===== config.mk =====
export PLATFORM = sky130hd
export DESIGN_NAME = mft_timer
export DESIGN_NICKNAME = d
export VERILOG_FILES = /design/src/common/mft_pkg.sv /design/src/rtl/mft_timer.sv
export SDC_FILE = /design/constraint.sdc
export NUM_CORES = 1
export LEC_CHECK = 0
export BUFFER_PORTS_ARGS = -buffer_cell sky130_fd_sc_hd__buf_2
export CORE_MARGIN = 2
export CORE_UTILIZATION = 55
export DETAILED_ROUTE_END_ITERATION = 6
export GPL_TIMING_DRIVEN = 1
export PLACE_DENSITY = 0.76
export SLEW_MARGIN = 30
export SYNTH_ARGS = -nofsm -noshare
export SYNTH_HDL_FRONTEND = slang
export SYNTH_SLANG_ARGS = --single-unit

===== constraint.sdc =====
create_clock -name i_mclk -period 2.4 [get_ports i_mclk]
set_clock_uncertainty 0.2 [all_clocks]
set_input_delay 0.24 -clock i_mclk [delete_from_list [all_inputs] [get_ports i_mclk]]
set_output_delay 0.24 -clock i_mclk [all_outputs]
set_load 0.1 [all_outputs]

===== src/common/mft_pkg.sv =====
// package: register map, field positions, encodings for the multifunction timer
package mft_pkg;
    // register indices on the plain register port
    localparam logic [3:0] ADDR_CNT1 = 4'h0;
    localparam logic [3:0] ADDR_RCA = 4'h1;
    localparam logic [3:0] ADDR_RCB = 4'h2;
    localparam logic [3:0] ADDR_CNT2 = 4'h3;
    localparam logic [3:0] ADDR_PRSC = 4'h4;
    localparam logic [3:0] ADDR_CSEL = 4'h5;
    localparam logic [3:0] ADDR_CTRL = 4'h6;
    // reset values and counter preset value
    localparam logic [7:0] PRSC_RST = 8'h00;
    localparam logic [7:0] CSEL_RST = 8'h00;
    localparam logic [7:0] CTRL_RST = 8'h00;
    localparam logic [15:0] PRESET_VAL = 16'hFFFF;
    // field positions
    localparam int PRSC_MSB = 4;
    localparam int CS1_LSB = 0;
    localparam int CS2_LSB = 3;
    localparam int CTL_EN = 7;
    localparam int CTL_AOUT = 6;
    localparam int CTL_BEN = 5;
    localparam int CTL_AEN = 4;
    localparam int CTL_BPOL = 3;
    localparam int CTL_APOL = 2;
    // clock source codes
    localparam logic [2:0] SRC_NONE = 3'h0;
    localparam logic [2:0] SRC_PRESC = 3'h1;
    localparam logic [2:0] SRC_EVENT = 3'h2;
    localparam logic [2:0] SRC_PACC = 3'h3;
    localparam logic [2:0] SRC_SLOW = 3'h4;
    // mode select codes
    localparam logic [1:0] MODE_PWM = 2'h0;
    localparam logic [1:0] MODE_DCAP = 2'h1;
    localparam logic [1:0] MODE_DUAL = 2'h2;
    localparam logic [1:0] MODE_SCAP = 2'h3;
endpackage


===== src/rtl/mft_timer.sv =====
// design: multifunction timer control and datapath
`timescale 1ns/1ps
////////////////////////////////////////////////////////////////////////////////
module mft_timer
(
    input wire logic i_mclk,
    input wire logic i_rst,
    input wire logic [3:0] i_addr,
    input wire logic [15:0] i_wdata,
    input wire logic i_wr,
    input wire logic i_rd,
    output logic [15:0] o_rdata,
    input wire logic i_slow_tick,
    input wire logic i_timer_pin_a,
    output logic o_timer_pin_a,
    output logic o_timer_pin_a_oe_n,
    input wire logic i_timer_pin_b,
    output logic o_cnt1_underflow,
    output logic o_cnt2_underflow
);
    typedef struct packed {
        logic [7:0] prsc;
        logic [7:0] csel;
        logic [7:0] ctrl;
        logic [15:0] cnt1;
        logic [15:0] cnt2;
        logic [15:0] rca;
        logic [15:0] rcb;
        logic [4:0] pcnt;
        logic [1:0] a_sync;
        logic [1:0] b_sync;
        logic a_last;
        logic b_last;
        logic [15:0] rdata;
        logic uf1;
        logic uf2;
    } mft_state_t;

    mft_state_t state_reg;
    mft_state_t state_next;

    // source gives a count enable for this cycle
    function automatic logic src_tick(input logic [2:0] src, input logic presc,
                                      input logic slow, input logic bev,
                                      input logic bgate, input logic ext_ok);
        unique case (src)
            mft_pkg::SRC_PRESC: src_tick = presc;
            mft_pkg::SRC_EVENT: src_tick = ext_ok & bev;
            mft_pkg::SRC_PACC: src_tick = ext_ok & bgate & presc;
            mft_pkg::SRC_SLOW: src_tick = slow;
            default: src_tick = 1'b0; // none and reserved codes stop
        endcase
    endfunction

    // polarity-selected edge on synchronised samples
    function automatic logic edge_hit(input logic cur, input logic last, input logic pol);
        edge_hit = pol ? (cur & ~last) : (~cur & last);
    endfunction

    logic en;
    logic [1:0] mode;
    logic presc_tick;
    logic a_ev;
    logic b_ev;
    logic b_gate;
    logic ext_ok;
    logic tick1;
    logic tick2;
    logic a_is_out;
    logic wr_ok;

    ////////////////////////////////////////////////////////////////////////////
    // next-state logic
    always_comb
    begin
        state_next = state_reg;
        en = state_reg.ctrl[mft_pkg::CTL_EN];
        mode = state_reg.ctrl[1:0];
        ext_ok = (mode == mft_pkg::MODE_PWM) || (mode == mft_pkg::MODE_DUAL);
        wr_ok = i_wr & en;
        // pin sync and edge detect
        state_next.a_sync = {state_reg.a_sync[0], i_timer_pin_a};
        state_next.b_sync = {state_reg.b_sync[0], i_timer_pin_b};
        state_next.a_last = state_reg.a_sync[1];
        state_next.b_last = state_reg.b_sync[1];
        a_ev = edge_hit(state_reg.a_sync[1], state_reg.a_last,
                        state_reg.ctrl[mft_pkg::CTL_APOL]);
        b_ev = edge_hit(state_reg.b_sync[1], state_reg.b_last,
                        state_reg.ctrl[mft_pkg::CTL_BPOL]);
        b_gate = state_reg.b_sync[1] == state_reg.ctrl[mft_pkg::CTL_BPOL];
        // prescaler divides by field plus one
        presc_tick = state_reg.pcnt == state_reg.prsc[mft_pkg::PRSC_MSB:0];
        if (!en)
            state_next.pcnt = 5'h00;
        else if (presc_tick)
            state_next.pcnt = 5'h00;
        else
            state_next.pcnt = state_reg.pcnt + 5'h01;
        // counting starts once a source is written and the enable bit is set; event and gated prescaler sources count only in PWM or dual counter mode
        tick1 = en & src_tick(state_reg.csel[2:0], presc_tick, i_slow_tick,
                              b_ev, b_gate, ext_ok);
        tick2 = en & src_tick(state_reg.csel[5:3], presc_tick, i_slow_tick,
                              b_ev, b_gate, ext_ok);
        a_is_out = en & state_reg.ctrl[mft_pkg::CTL_AEN] & (mode != mft_pkg::MODE_DCAP);
        state_next.uf1 = 1'b0;
        state_next.uf2 = 1'b0;
        // counter one
        if (tick1)
        begin
            if (state_reg.cnt1 == 16'h0000)
            begin
                state_next.uf1 = 1'b1;
                if (mode != mft_pkg::MODE_DCAP)
                    state_next.cnt1 = state_reg.rca;
                else
                    state_next.cnt1 = mft_pkg::PRESET_VAL;
                if (a_is_out)
                    state_next.ctrl[mft_pkg::CTL_AOUT] =
                        ~state_reg.ctrl[mft_pkg::CTL_AOUT];
            end
            else
                state_next.cnt1 = state_reg.cnt1 - 16'h0001;
        end
        // counter two; dual counter mode reloads from B
        if (tick2)
        begin
            if (state_reg.cnt2 == 16'h0000)
            begin
                state_next.uf2 = 1'b1;
                state_next.cnt2 = (mode == mft_pkg::MODE_DUAL) ? state_reg.rcb
                                                                : mft_pkg::PRESET_VAL;
            end
            else
                state_next.cnt2 = state_reg.cnt2 - 16'h0001;
        end
        // captures: copy counter first, then optional preset
        if (en && mode == mft_pkg::MODE_DCAP)
        begin
            if (a_ev)
            begin
                state_next.rca = state_reg.cnt1;
                if (state_reg.ctrl[mft_pkg::CTL_AEN])
                    state_next.cnt1 = mft_pkg::PRESET_VAL;
            end
            if (b_ev)
            begin
                state_next.rcb = state_reg.cnt1;
                if (state_reg.ctrl[mft_pkg::CTL_BEN])
                    state_next.cnt1 = mft_pkg::PRESET_VAL;
            end
        end
        if (en && mode == mft_pkg::MODE_SCAP && b_ev)
        begin
            state_next.rcb = state_reg.cnt2;
            if (state_reg.ctrl[mft_pkg::CTL_BEN])
                state_next.cnt2 = mft_pkg::PRESET_VAL;
        end
        // software writes win over hardware updates
        if (i_wr)
        begin
            unique case (i_addr)
                mft_pkg::ADDR_PRSC: state_next.prsc = {3'h0, i_wdata[4:0]};
                mft_pkg::ADDR_CSEL: state_next.csel = {2'h0, i_wdata[5:0]};
                mft_pkg::ADDR_CTRL: state_next.ctrl = i_wdata[7:0];
                mft_pkg::ADDR_CNT1: if (wr_ok) state_next.cnt1 = i_wdata;
                mft_pkg::ADDR_CNT2: if (wr_ok) state_next.cnt2 = i_wdata;
                mft_pkg::ADDR_RCA: if (wr_ok) state_next.rca = i_wdata;
                mft_pkg::ADDR_RCB: if (wr_ok) state_next.rcb = i_wdata;
                default: ;
            endcase
        end
        // read data one cycle after strobe
        state_next.rdata = 16'h0000;
        if (i_rd)
        begin
            unique case (i_addr)
                mft_pkg::ADDR_PRSC: state_next.rdata = {8'h00, state_reg.prsc};
                mft_pkg::ADDR_CSEL: state_next.rdata = {8'h00, state_reg.csel};
                mft_pkg::ADDR_CTRL: state_next.rdata = {8'h00, state_reg.ctrl};
                mft_pkg::ADDR_CNT1: state_next.rdata = state_reg.cnt1;
                mft_pkg::ADDR_CNT2: state_next.rdata = state_reg.cnt2;
                mft_pkg::ADDR_RCA: state_next.rdata = state_reg.rca;
                mft_pkg::ADDR_RCB: state_next.rdata = state_reg.rcb;
                default: state_next.rdata = 16'h0000;
            endcase
        end
    end

    ////////////////////////////////////////////////////////////////////////////
    // state register; counters and reload registers keep value through reset
    always_ff @(posedge i_mclk)
    begin
        state_reg <= state_next;
        if (i_rst)
        begin
            state_reg.prsc <= mft_pkg::PRSC_RST;
            state_reg.csel <= mft_pkg::CSEL_RST;
            state_reg.ctrl <= mft_pkg::CTRL_RST;
            state_reg.pcnt <= 5'h00;
            state_reg.rdata <= 16'h0000;
            state_reg.uf1 <= 1'b0;
            state_reg.uf2 <= 1'b0;
        end
    end

    ////////////////////////////////////////////////////////////////////////////
    // outputs; pin A drives when enabled with A enable set in any mode but dual capture, otherwise an input
    assign o_rdata = state_reg.rdata;
    assign o_timer_pin_a = state_reg.ctrl[mft_pkg::CTL_AOUT];
    assign o_timer_pin_a_oe_n = ~(state_reg.ctrl[mft_pkg::CTL_EN]
                                 & state_reg.ctrl[mft_pkg::CTL_AEN]
                                 & (state_reg.ctrl[1:0] != mft_pkg::MODE_DCAP));
    assign o_cnt1_underflow = state_reg.uf1;
    assign o_cnt2_underflow = state_reg.uf2;
endmodule // mft_timer


# After elaboration in Yosys (flattened, before gate mapping)
# Index checks and enable logic that the tools add are counted.
# op_classes
mux	37
n_lt_le_gt_ge	0
mul	0
div	0
bitwise_logic	22
n_eq_ne	20
reduce_logical	15
addsub	3
n_shift	0
# ops
cell	n
$mux W16	24
$pmux W16 S7	1
$mux W71	1
$logic_not A16 Y1	2
$mux W32	1
$sub A16 B1 Y16 const B	2
$and A1 B1 Y1	12
$eq A3 B2 Y1 const B	4
$eq A4 B3 Y1 const B	3
$not A1 Y1	10
$eq A4 B2 Y1 const B	2
$pmux W1 S4	2
$mux W1	7
$mux W7	1
$eq A3 B1 Y1 const B	2
$eq A3 B3 Y1 const B	2
$reduce_and A2 Y1	3
$reduce_or A2 Y1	3
$add A5 B1 Y5 const B	1
$eq A5 B5 Y1	1
$eq A2 B2 Y1 const B	2
$eq A4 B1 Y1 const B	1
$logic_not A4 Y1	1
$logic_and A1 B1 Y1	3
other kinds (6)	6
# word_totals
out_inout_bits	20
word_cells	113
latchBits	0
ff_bits	112
n_memories	0
rom_bits	0
in_bits	27
ramBits	0

# Longest topological paths before layout
# Gate-level depths: netlist of the first run.
# depth
ltp_word	15
depth_mapped	9

# Worst setup path before layout of the first run
# No wires, ideal clock.
# synth_path
path_type	register to register
start	register state_reg (netlist bit en)
end	register state_reg (netlist bit o_timer_pin_a)
t_arrival_ns	2.306
n_path_buf	1
slack_ns	-0.197
period_less_slack_ns	2.597
setup_time_ns	0.091
path_stages_with_launch	5
cell_sequence	dfxtp_1 -> clkbuf_1 -> nand3b_1 -> or4_1 -> a311oi_1
# synth_between
elab_chain_len	7
word_cells_on_any_way	8
cone_classes	5 x mux; 3 x bitwise
# synth_rtl
element	line	source
start: declaration	mft_timer.sv:39	mft_state_t state_reg;
start signal: assignment	mft_timer.sv:193	state_reg <= state_next;
$and A1 B1 Y1 (2 in series)	mft_timer.sv:104	a_is_out = en & state_reg.ctrl[mft_pkg::CTL_AEN] & (mode != mft_pkg::MODE_DCAP);
$mux W1	mft_timer.sv:117	if (a_is_out)
$mux W1	mft_timer.sv:110	if (state_reg.cnt1 == 16'h0000)
$mux W1 (*)	mft_timer.sv:108	if (tick1)
$mux W7	mft_timer.sv:161	unique case (i_addr)
$mux W71 (*)	mft_timer.sv:159	if (i_wr)
# Mark *: on every way between the ends. The rest lies on a longest branch, timed or not.
# A chain may end at the register's enable or synchronous reset.

==> impl_metrics.env, run 1 <==
export IMPL_grt_usage_pct=32.2
export IMPL_clockRootBuffer="clkbuf_16"
export IMPL_synth_edf_count=0
export IMPL_slew_headroom_pct=63.1
export IMPL_antenna_found_initial=0
export IMPL_finalSetupViolCount=0
export IMPL_powerDensity_mw_per_mm2=549
export IMPL_tightest_slew_ps=548
export IMPL_cts_clk_slew_worst_paths_ps=80
export IMPL_cts_sinks=112
export IMPL_synth_seq_cells=112
export IMPL_cts_htree_levels=3
export IMPL_final_util_pct=66.5
export IMPL_synthTopCellsByArea="dfxtp_1, mux2i_1, nor2_1"
export IMPL_drt_iter0_drc=627
export IMPL_p_total_mw=3.99
export IMPL_num_rows=38
export IMPL_io_buffer_count=46
export IMPL_avgSynthCellArea_um2=8.24
export IMPL_synth_ff_type="dfxtp_1"
export IMPL_diodes=0
export IMPL_first_global_vias=5714
export IMPL_firstDrtPassIters=7
export IMPL_cp_cell_sequence="or2_1 > a21o_1 > a2111o_1 > and2_4 > or4_1 > a31oi_1"
export IMPL_dieWidth_um=110
export IMPL_ys_seq_area_share_pct=36.2
export IMPL_ios=47
export IMPL_critical_path_required_ps=2490
export IMPL_cp_max_fo=4
export IMPL_core_mm2=0.0109
export IMPL_maxCapViolCount=0
export IMPL_maxSlewViolCount=0
export IMPL_post_route_period_util_pct=99.2
export IMPL_synth_commonest_cells="dfxtp_1, nor2_1, nand2_1"
export IMPL_synth_most_common_cell="dfxtp_1"
export IMPL_num_nets_final=846
export IMPL_cts_buffers_inserted=9
export IMPL_dieArea_mm2=0.0121
export IMPL_vias=6123
export IMPL_avgViaCountPerCell=6.37
export IMPL_dpl_cell_area_mm2=0.00679
export IMPL_netlist_area_leader_share_pct=36.2
export IMPL_clock_tree_buffer_depth=2
export IMPL_ant_nets=0
export IMPL_power_leakage_nw=2.77
export IMPL_syn_area_mm2=0.00619
export IMPL_crit_type="register to register"
export IMPL_clock_latency_ps=370
export IMPL_crit_arrival_ps=2470
export IMPL_dp_hpwl_um=13800
export IMPL_grt_pass1_wl_um=29700
export IMPL_synth_top_area_cell="dfxtp_1"
export IMPL_drive_above_1_share_pct=22.0
export IMPL_start_kind="register"
export IMPL_syn_nets=782
export IMPL_cp_end_kind="register"
export IMPL_min_path_cells=3
export IMPL_worst_slack_ps=18.2
export IMPL_ys_types=71
export IMPL_area_growth_pct=17.5
export IMPL_wl_per_cell_um=20.1
export IMPL_grt_ovfl_total=0
export IMPL_cts_tree="yes"
export IMPL_setup_tns_ps=0
export IMPL_placed_cells=932
export IMPL_hold_class="input port to register"
export IMPL_largest_register_ffs=86
export IMPL_synthCells=752
export IMPL_hold_violations=0
export IMPL_crit_slowest_cell="or4_1"
export IMPL_fill_cells=874
export IMPL_status="completed"
export IMPL_grt_max_degree=34
export IMPL_r2r_cells=6
export IMPL_die_height_um=110
export IMPL_vdd_drop_max_uv=551
export IMPL_instances_no_fill=961
export IMPL_fmax_mhz=420
export IMPL_drc_errors=0
export IMPL_hold_ws_ps=15.4
export IMPL_stdcell_area_mm2=0.00728
export IMPL_max_stage_delay_ps=520
export IMPL_routed_wl_um=19300
export IMPL_min_period_ps=2380
export IMPL_place_gp_congestion=0.940
export IMPL_async_reset_ff_share_pct=0
export IMPL_place_ws_ps=-73.4
export IMPL_synth_warnings=0
export IMPL_floorplan_initialDensity_pct=56.6
[path summary, 6_finish.rpt]
path	start	slack (ps)	to
worst max-delay path	state_reg[96]	20	state_reg[71]
worst min-delay path	i_wdata[6]	20	state_reg[51]
worst max register to register	state_reg[96]	20	state_reg[71]
worst min register to register	state_next[21]	120	state_next[18]
[metal layers]
metal	share of wire (%)	global-route usage (%)	vias to the layer above
met2	46	50.3	344
met1	40	41.5	2899
met5	0	0	-
met4	2.8	11.6	0
met3	11	10.8	50
li1	-	-	2830
[cell families after synthesis]
kind of cell / after synthesis / share of synthesized area (%)
AND/OR/NAND/NOR: 277 / 21.2
AO/OA/AOI/OAI: 181 / 19.6
flip-flops: 112 / 36.2
buffers and inverters: 83 / 6.26
multiplexers: 77 / 13.4
XOR/XNOR: 19 / 2.69
adder cells (fa/ha/maj): 3 / 0.606
[worst max-delay path: cells and delay by family (launching register included)]
kind | cells | cell delay [ps]
AND/OR/NAND/NOR | 3 | 980
AO/OA/AOI/OAI | 3 | 810
flip-flops | 1 | 310
[layout make-up]
cell class	count	area [µm²]	share of cell area, %
Multi-Input combinational cell	557	3640	50.0
Tap cell	140	175	2.41
Inverter	12	45.0	0.619
Timing Repair Buffer	124	868	11.9
Sequential cell	112	2240	30.8
Clock inverter	6	66.3	0.911
Clock buffer	10	239	3.28
[cells in the final DEF (no fill, tap or decap), types with 6 or more instances in the layout]
master	netlist	layout
mux2i_1	49	48
dlygate4sd3_1	0	11
mux2_2	26	26
nor3_1	29	28
a31oi_1	20	20
nand2_1	74	74
o221ai_1	7	7
buf_2	6	46
buf_4	16	65
a22oi_1	16	16
xnor2_1	14	12
dfxtp_1	112	110
nor2_1	97	97
o21ai_0	46	46
a21oi_1	28	28
a211o_1	6	6
nand3_1	25	24
clkbuf_16	0	9
inv_1	12	12
[what timing repair did]
action / in CTS / in global routing
endpoints found under the hold margin: 19 / 0
setup buffers: 0 / 2
pin swaps: 0 / 4
hold buffers: 11 / 0
gates resized for setup: 2 / 12
setup endpoints to repair: 6 / 23
[power breakdown]
group / switching [mW] / total (mW) / internal [mW]
registers: 0.0485 / 1.95 / 1.90
clock network: 0.727 / 1.57 / 0.843
logic: 0.286 / 0.474 / 0.188
total: 1.06 / 3.99 / 2.93
Power figures use the tool's default switching activity.
==> inputs of run 2 (changes only) <==
CORE_UTILIZATION = 57   (was 55)
PLACE_DENSITY = 0.75   (was 0.76)
clock period = 2.8 ns   (was 2.4 ns; I/O delays follow)
==> run 2 against run 1 <==
- flip-flop and latch count is the same
- non-clock buffer count down 40
- hold slack improved by 18 ps
- largest cell class unchanged
- count of clock-buffer cells in the layout is the same
- core utilization shrank 3.2 points
- wire length fell by 0.65%
- register-to-register slack gained 130 ps
==> impl_metrics.env, run 2 (same netlist as run 1, synthesis figures left out) <==
export IMPL_critical_path_required_ps=2930
export IMPL_final_util_pct=63.3
export IMPL_post_route_period_util_pct=94.6
export IMPL_fill_cells=947
export IMPL_dieArea_mm2=0.0117
export IMPL_rr_startpoint="state_reg[26]"
export IMPL_num_nets_final=806
export IMPL_hold_class="input port to register"
export IMPL_avgViaCountPerCell=6.39
export IMPL_instances_no_fill=921
export IMPL_status="completed"
export IMPL_die_height_um=108
export IMPL_r2r_end="state_reg[85]"
export IMPL_cts_resized=0
export IMPL_cp_max_fo=15
export IMPL_floorplan_initialDensity_pct=57.9
export IMPL_drive_above_1_share_pct=16.8
export IMPL_maxCapViolCount=0
export IMPL_postCtsSetupRepairBufs=0
export IMPL_dieWidth_um=108
export IMPL_hold_violations=0
export IMPL_cp_num_buf_inv=1
export IMPL_stdcell_area_mm2=0.00677
export IMPL_cts_tree="yes"
export IMPL_dp_hpwl_um=13900
export IMPL_crit_type="register to register"
export IMPL_cp_end_kind="register"
export IMPL_place_gp_congestion=1.02
export IMPL_cts_buffers_inserted=9
export IMPL_finalSetupViolCount=0
export IMPL_ant_nets=0
export IMPL_firstDrtPassIters=5
export IMPL_min_period_ps=2650
export IMPL_vias=5889
export IMPL_ios=47
export IMPL_use_met2_pct=51.3
export IMPL_clock_latency_ps=400
export IMPL_use_met1_pct=47.4
export IMPL_reg2reg_setup_slack_ps=150
export IMPL_min_from="i_wdata[4]"
export IMPL_cts_htree_levels=3
export IMPL_slew_headroom_pct=49.9
export IMPL_final_common_cell="dfxtp_1"
export IMPL_routed_wl_um=19200
export IMPL_min_path_cells=3
export IMPL_r2r_cells=7
export IMPL_vdd_drop_max_uv=410
export IMPL_fmax_mhz=378
export IMPL_grt_ovfl_total=0
export IMPL_max_stage_delay_ps=430
export IMPL_setup_tns_ps=0
export IMPL_grt_busiest_layer="met2"
export IMPL_dpl_cell_area_mm2=0.00648
export IMPL_io_buffer_count=46
export IMPL_p_total_mw=2.98
export IMPL_powerDensity_mw_per_mm2=440
export IMPL_crit_arrival_ps=2780
export IMPL_grt_max_degree=33
export IMPL_use_met3_pct=9.34
export IMPL_hold_path_endpoint="state_reg[97]"
export IMPL_diodes=0
export IMPL_first_global_vias=5622
export IMPL_ff_latch_area_mm2=0.00224
export IMPL_clockRootBuffer="clkbuf_8"
export IMPL_rsz0062_at_grt="false"
export IMPL_area_growth_pct=9.33
export IMPL_clock_tree_buffer_depth=2
export IMPL_largest_register_ffs=86
export IMPL_drt_iter0_drc=553
export IMPL_grt_pass1_wl_um=30300
export IMPL_drc_errors=0
export IMPL_num_rows=38
export IMPL_multi_input_area_mm2=0.00357
export IMPL_tightest_slew_ps=750
export IMPL_core_mm2=0.0107
export IMPL_layout_common_cells="dfxtp_1, nor2_1, nand2_1"
export IMPL_power_leakage_nw=2.49
export IMPL_placed_cells=894
export IMPL_cts_clk_slew_worst_paths_ps=100
export IMPL_maxSlewViolCount=0
export IMPL_cp_cell_sequence="xnor2_1 > nand3_1 > o311ai_0 > o211ai_1 > buf_4 > or3_1 > a31oi_1"
export IMPL_crit_slowest_cell="dfxtp_1"
export IMPL_start_kind="register"
export IMPL_wl_per_cell_um=20.8
export IMPL_antenna_found_initial=0
export IMPL_grt_usage_pct=33.9
export IMPL_path_delay_family="compound AO/OA/AOI/OAI gates"
export IMPL_cts_sinks=112
==> run 2: metal layers <==
metal | share of wire (%) | wire (µm)
met2 | 45 | 8670
met1 | 43 | 8190
met3 | 10 | 2010
met5 | 0 | 0
met4 | 1.5 | 289
==> run 2: timing repair <==
item / in CTS / in global routing
endpoints found under the hold margin: 24 / 0
hold buffers: 11 / 0
endpoints found under the setup margin: 0 / 0
==> run 2: power by group <==
group / internal (mW) / switching, mW
registers: 1.63 / 0.0574
logic: 0.133 / 0.222
clock network: 0.352 / 0.585
total: 2.12 / 0.864
==> run 2: per-stage QoR <==
stage | hold WS [ps] | setup slack, ps
finish | 33.3 | 151
CTS | 15.2 | 191
global route | 27.5 | 17.2
floorplan | 108 | 203
detailed placement | 112 | 202
global placement | 119 | 285
==> run 2: worst max path at each step <==
stage | from | to | slack [ps] | cells past startpoint
after floorplan | en | o_timer_pin_a | 200 | 4
after global placement | state_reg[78] | o_timer_pin_a | 290 | 7
after detailed placement | state_reg[26] | o_timer_pin_a | 200 | 6
after CTS | state_reg[26] | state_reg[85] | 190 | 7
after global routing | state_reg[66] | state_reg[64] | 20 | 6
final | state_reg[26] | state_reg[85] | 150 | 7
==> run 2: final cells by class <==
| type | instances | share of cell area, % |
|---|---|---|
| clock inverter | 6 | 0.647 |
| multi-input combinational | 557 | 52.8 |
| sequential | 112 | 33.1 |
| timing repair buffer | 84 | 8.20 |
| clock buffer | 10 | 2.03 |
| tap | 140 | 2.59 |
| inverter | 12 | 0.665 |
==> run 2: tightest hold or removal path, cell delays in order <==
cell and delay, ps:
buf_2 170, nand3_1 90, a21oi_1 50
==> inputs of run 3 (changes only) <==
--- a/config.mk
+++ b/config.mk
@@ -8,7 +8,9 @@
 export BUFFER_PORTS_ARGS = -buffer_cell sky130_fd_sc_hd__buf_2
+export CELL_PAD_IN_SITES_DETAIL_PLACEMENT = 0
+export CELL_PAD_IN_SITES_GLOBAL_PLACEMENT = 1
 export CORE_MARGIN = 2
-export CORE_UTILIZATION = 57
+export CORE_UTILIZATION = 49
 export DETAILED_ROUTE_END_ITERATION = 6
 export GPL_TIMING_DRIVEN = 1
-export PLACE_DENSITY = 0.75
+export PLACE_DENSITY = 0.84
 export SLEW_MARGIN = 30
--- a/constraint.sdc
+++ b/constraint.sdc
@@ -4,2 +4,2 @@
 set_output_delay 0.28 -clock i_mclk [all_outputs]
-set_load 0.1 [all_outputs]
+set_load 0.005 [all_outputs]
==> run 3 against run 2 <==
- cell count grew 2.7%
- maximum frequency is 2.6% higher
- non-clock buffer count shrank 7
- count of clock-buffer cells in the layout rose by 1
- cell area grew 1.3%
- clock power rose by 44%
- sequential share of layout area is 0.44 points lower
- register-to-register slack better by 70 ps
- flip-flop and latch count did not move
- combinational power shrank 9.0%
- critical path depth stayed put
- sequential power is essentially flat
==> impl_metrics.env, run 3 (same netlist as run 1, synthesis figures left out) <==
export IMPL_reg2reg_setup_slack_ps=220
export IMPL_vias=5767
export IMPL_num_nets_final=799
export IMPL_hold_class="input port to register"
export IMPL_seq_power_share_pct=50.3
export IMPL_drt_iter0_drc=525
export IMPL_hold_ws_ps=19.0
export IMPL_area_growth_pct=10.8
export IMPL_power_switching_uw=864
export IMPL_num_rows=41
export IMPL_status="completed"
export IMPL_maxSlewViolCount=0
export IMPL_cts_htree_levels=3
export IMPL_die_height_um=116
export IMPL_clock_latency_ps=360
export IMPL_avgViaCountPerCell=6.10
export IMPL_tightest_slew_ps=729
export IMPL_cp_num_buf_inv=1
export IMPL_post_route_period_util_pct=92.2
export IMPL_ant_nets=0
export IMPL_cts_sinks=112
export IMPL_io_buffer_count=46
export IMPL_grt_ovfl_total=0
export IMPL_place_ws_ps=258
export IMPL_dpl_cell_area_mm2=0.00654
export IMPL_min_period_ps=2580
export IMPL_largest_register_ffs=86
export IMPL_firstDrtPassIters=5
export IMPL_max_stage_delay_ps=510
export IMPL_clockRootBuffer="clkbuf_16"
export IMPL_first_global_vias=5270
export IMPL_routed_wl_um=19300
export IMPL_power_frac_clock_pct=40.0
export IMPL_cts_clk_slew_worst_paths_ps=70
export IMPL_grt_usage_pct=29.5
export IMPL_p_int_mw=2.50
export IMPL_grt_pass1_wl_um=30200
export IMPL_vdd_drop_max_uv=269
export IMPL_path_delay_family="compound AO/OA/AOI/OAI gates"
export IMPL_stdcell_area_mm2=0.00686
export IMPL_setup_tns_ps=0
export IMPL_rsz0062_at_grt="false"
export IMPL_instances_no_fill=946
export IMPL_cts_resized=0
export IMPL_clock_tree_buffer_depth=2
export IMPL_cts_tree="yes"
export IMPL_powerDensity_mw_per_mm2=490
export IMPL_core_mm2=0.0125
export IMPL_place_gp_congestion=0.902
export IMPL_power_leakage_nw=2.52
export IMPL_final_common_cell="dfxtp_1"
export IMPL_cts_buffers_inserted=9
export IMPL_finalSetupViolCount=0
export IMPL_slew_headroom_pct=51.3
export IMPL_start_kind="register"
export IMPL_critical_path_required_ps=2870
export IMPL_dieWidth_um=116
export IMPL_swShare_pct=25.7
export IMPL_crit_arrival_ps=2650
export IMPL_fill_cells=1196
export IMPL_ios=47
export IMPL_comb_power_share_pct=9.6
export IMPL_diodes=0
export IMPL_floorplan_initialDensity_pct=49.7
export IMPL_cts_hold_buf=2
export IMPL_cp_cell_sequence="or2_1 > a21o_1 > o311ai_0 > o211ai_1 > buf_12 > or4_1 > a311oi_1"
export IMPL_crit_slowest_cell="or4_1"
export IMPL_antenna_found_initial=0
export IMPL_drive_above_1_share_pct=17.2
export IMPL_dp_hpwl_um=13900
export IMPL_grt_max_degree=35
export IMPL_cp_max_fo=34
export IMPL_hold_violations=0
export IMPL_crit_type="register to register"
export IMPL_worst_slack_ps=219
export IMPL_dieArea_mm2=0.0136
export IMPL_postCtsSetupRepairBufs=0
export IMPL_placed_cells=928
export IMPL_layout_common_cells="dfxtp_1, nor2_1, nand2_1"
export IMPL_cp_end_kind="register"
export IMPL_fmax_mhz=387
export IMPL_maxCapViolCount=0
export IMPL_wl_per_cell_um=20.4
export IMPL_drc_errors=0
==> run 3: cell types whose count changed in the layout (fill, tap and decap cells not counted), sizes merged <==
cell | previous run | this run
buf | 73 | 75
inv | 13 | 12
dlygate4sd3 | 11 | 2
clkinv | 4 | 2
bufinv | 0 | 1
clkinvlp | 1 | 2
clkbuf | 10 | 11
==> run 3: stage by stage <==
stage	power [mW]	utilization, %
2_1_floorplan	1.91	-
3_3_place_gp	2.04	52.4
3_5_place_dp	2.04	52.4
4_1_cts	3.37	55.1
5_1_grt	3.46	55.1
6_report	3.36	55.1
==> run 3: path summary, 6_finish.rpt <==
path	from	end	cells past startpoint
worst max-delay path	state_reg[96]	o_timer_pin_a	7
worst min-delay path	i_wdata[10]	state_reg[55]	3
worst max register to register	state_reg[96]	o_timer_pin_a	7
worst min register to register	state_next[23]	state_next[19]	0
==> run 3: cell type report <==
| type | instances | area, µm² | share of cell area (%) |
|---|---|---|---|
| tap | 172 | 215 | 3.14 |
| sequential | 112 | 2240 | 32.7 |
| multi-input combinational | 557 | 3570 | 52.1 |
| timing repair buffer | 77 | 480 | 7.00 |
| inverter | 12 | 45.0 | 0.656 |
| clock buffer | 11 | 253 | 3.68 |
| clock inverter | 5 | 55.1 | 0.802 |
==> run 3: per-layer routing <==
| metal | vias to the layer above | share of wire, % | GRT usage, % |
|---|---|---|---|
| met5 | - | 0 | 0 |
| met4 | 0 | 1.7 | 9.84 |
| met3 | 21 | 6.9 | 3.63 |
| met2 | 226 | 44 | 43.1 |
| met1 | 2773 | 47 | 44.8 |
| li1 | 2747 | - | - |
==> run 3: tightest hold or removal path: stages <==
cell and delay (ps):
buf_2 140, nand2_1 60, o21ai_0 60
==> run 3: power by group through the flow <==
stage	logic (mW)	registers, mW	clock network [mW]
floorplan	0.216	1.69	0
global placement	0.315	1.72	0
detailed placement	0.315	1.73	0
CTS	0.319	1.69	1.36
global route	0.352	1.70	1.42
finish	0.323	1.69	1.35
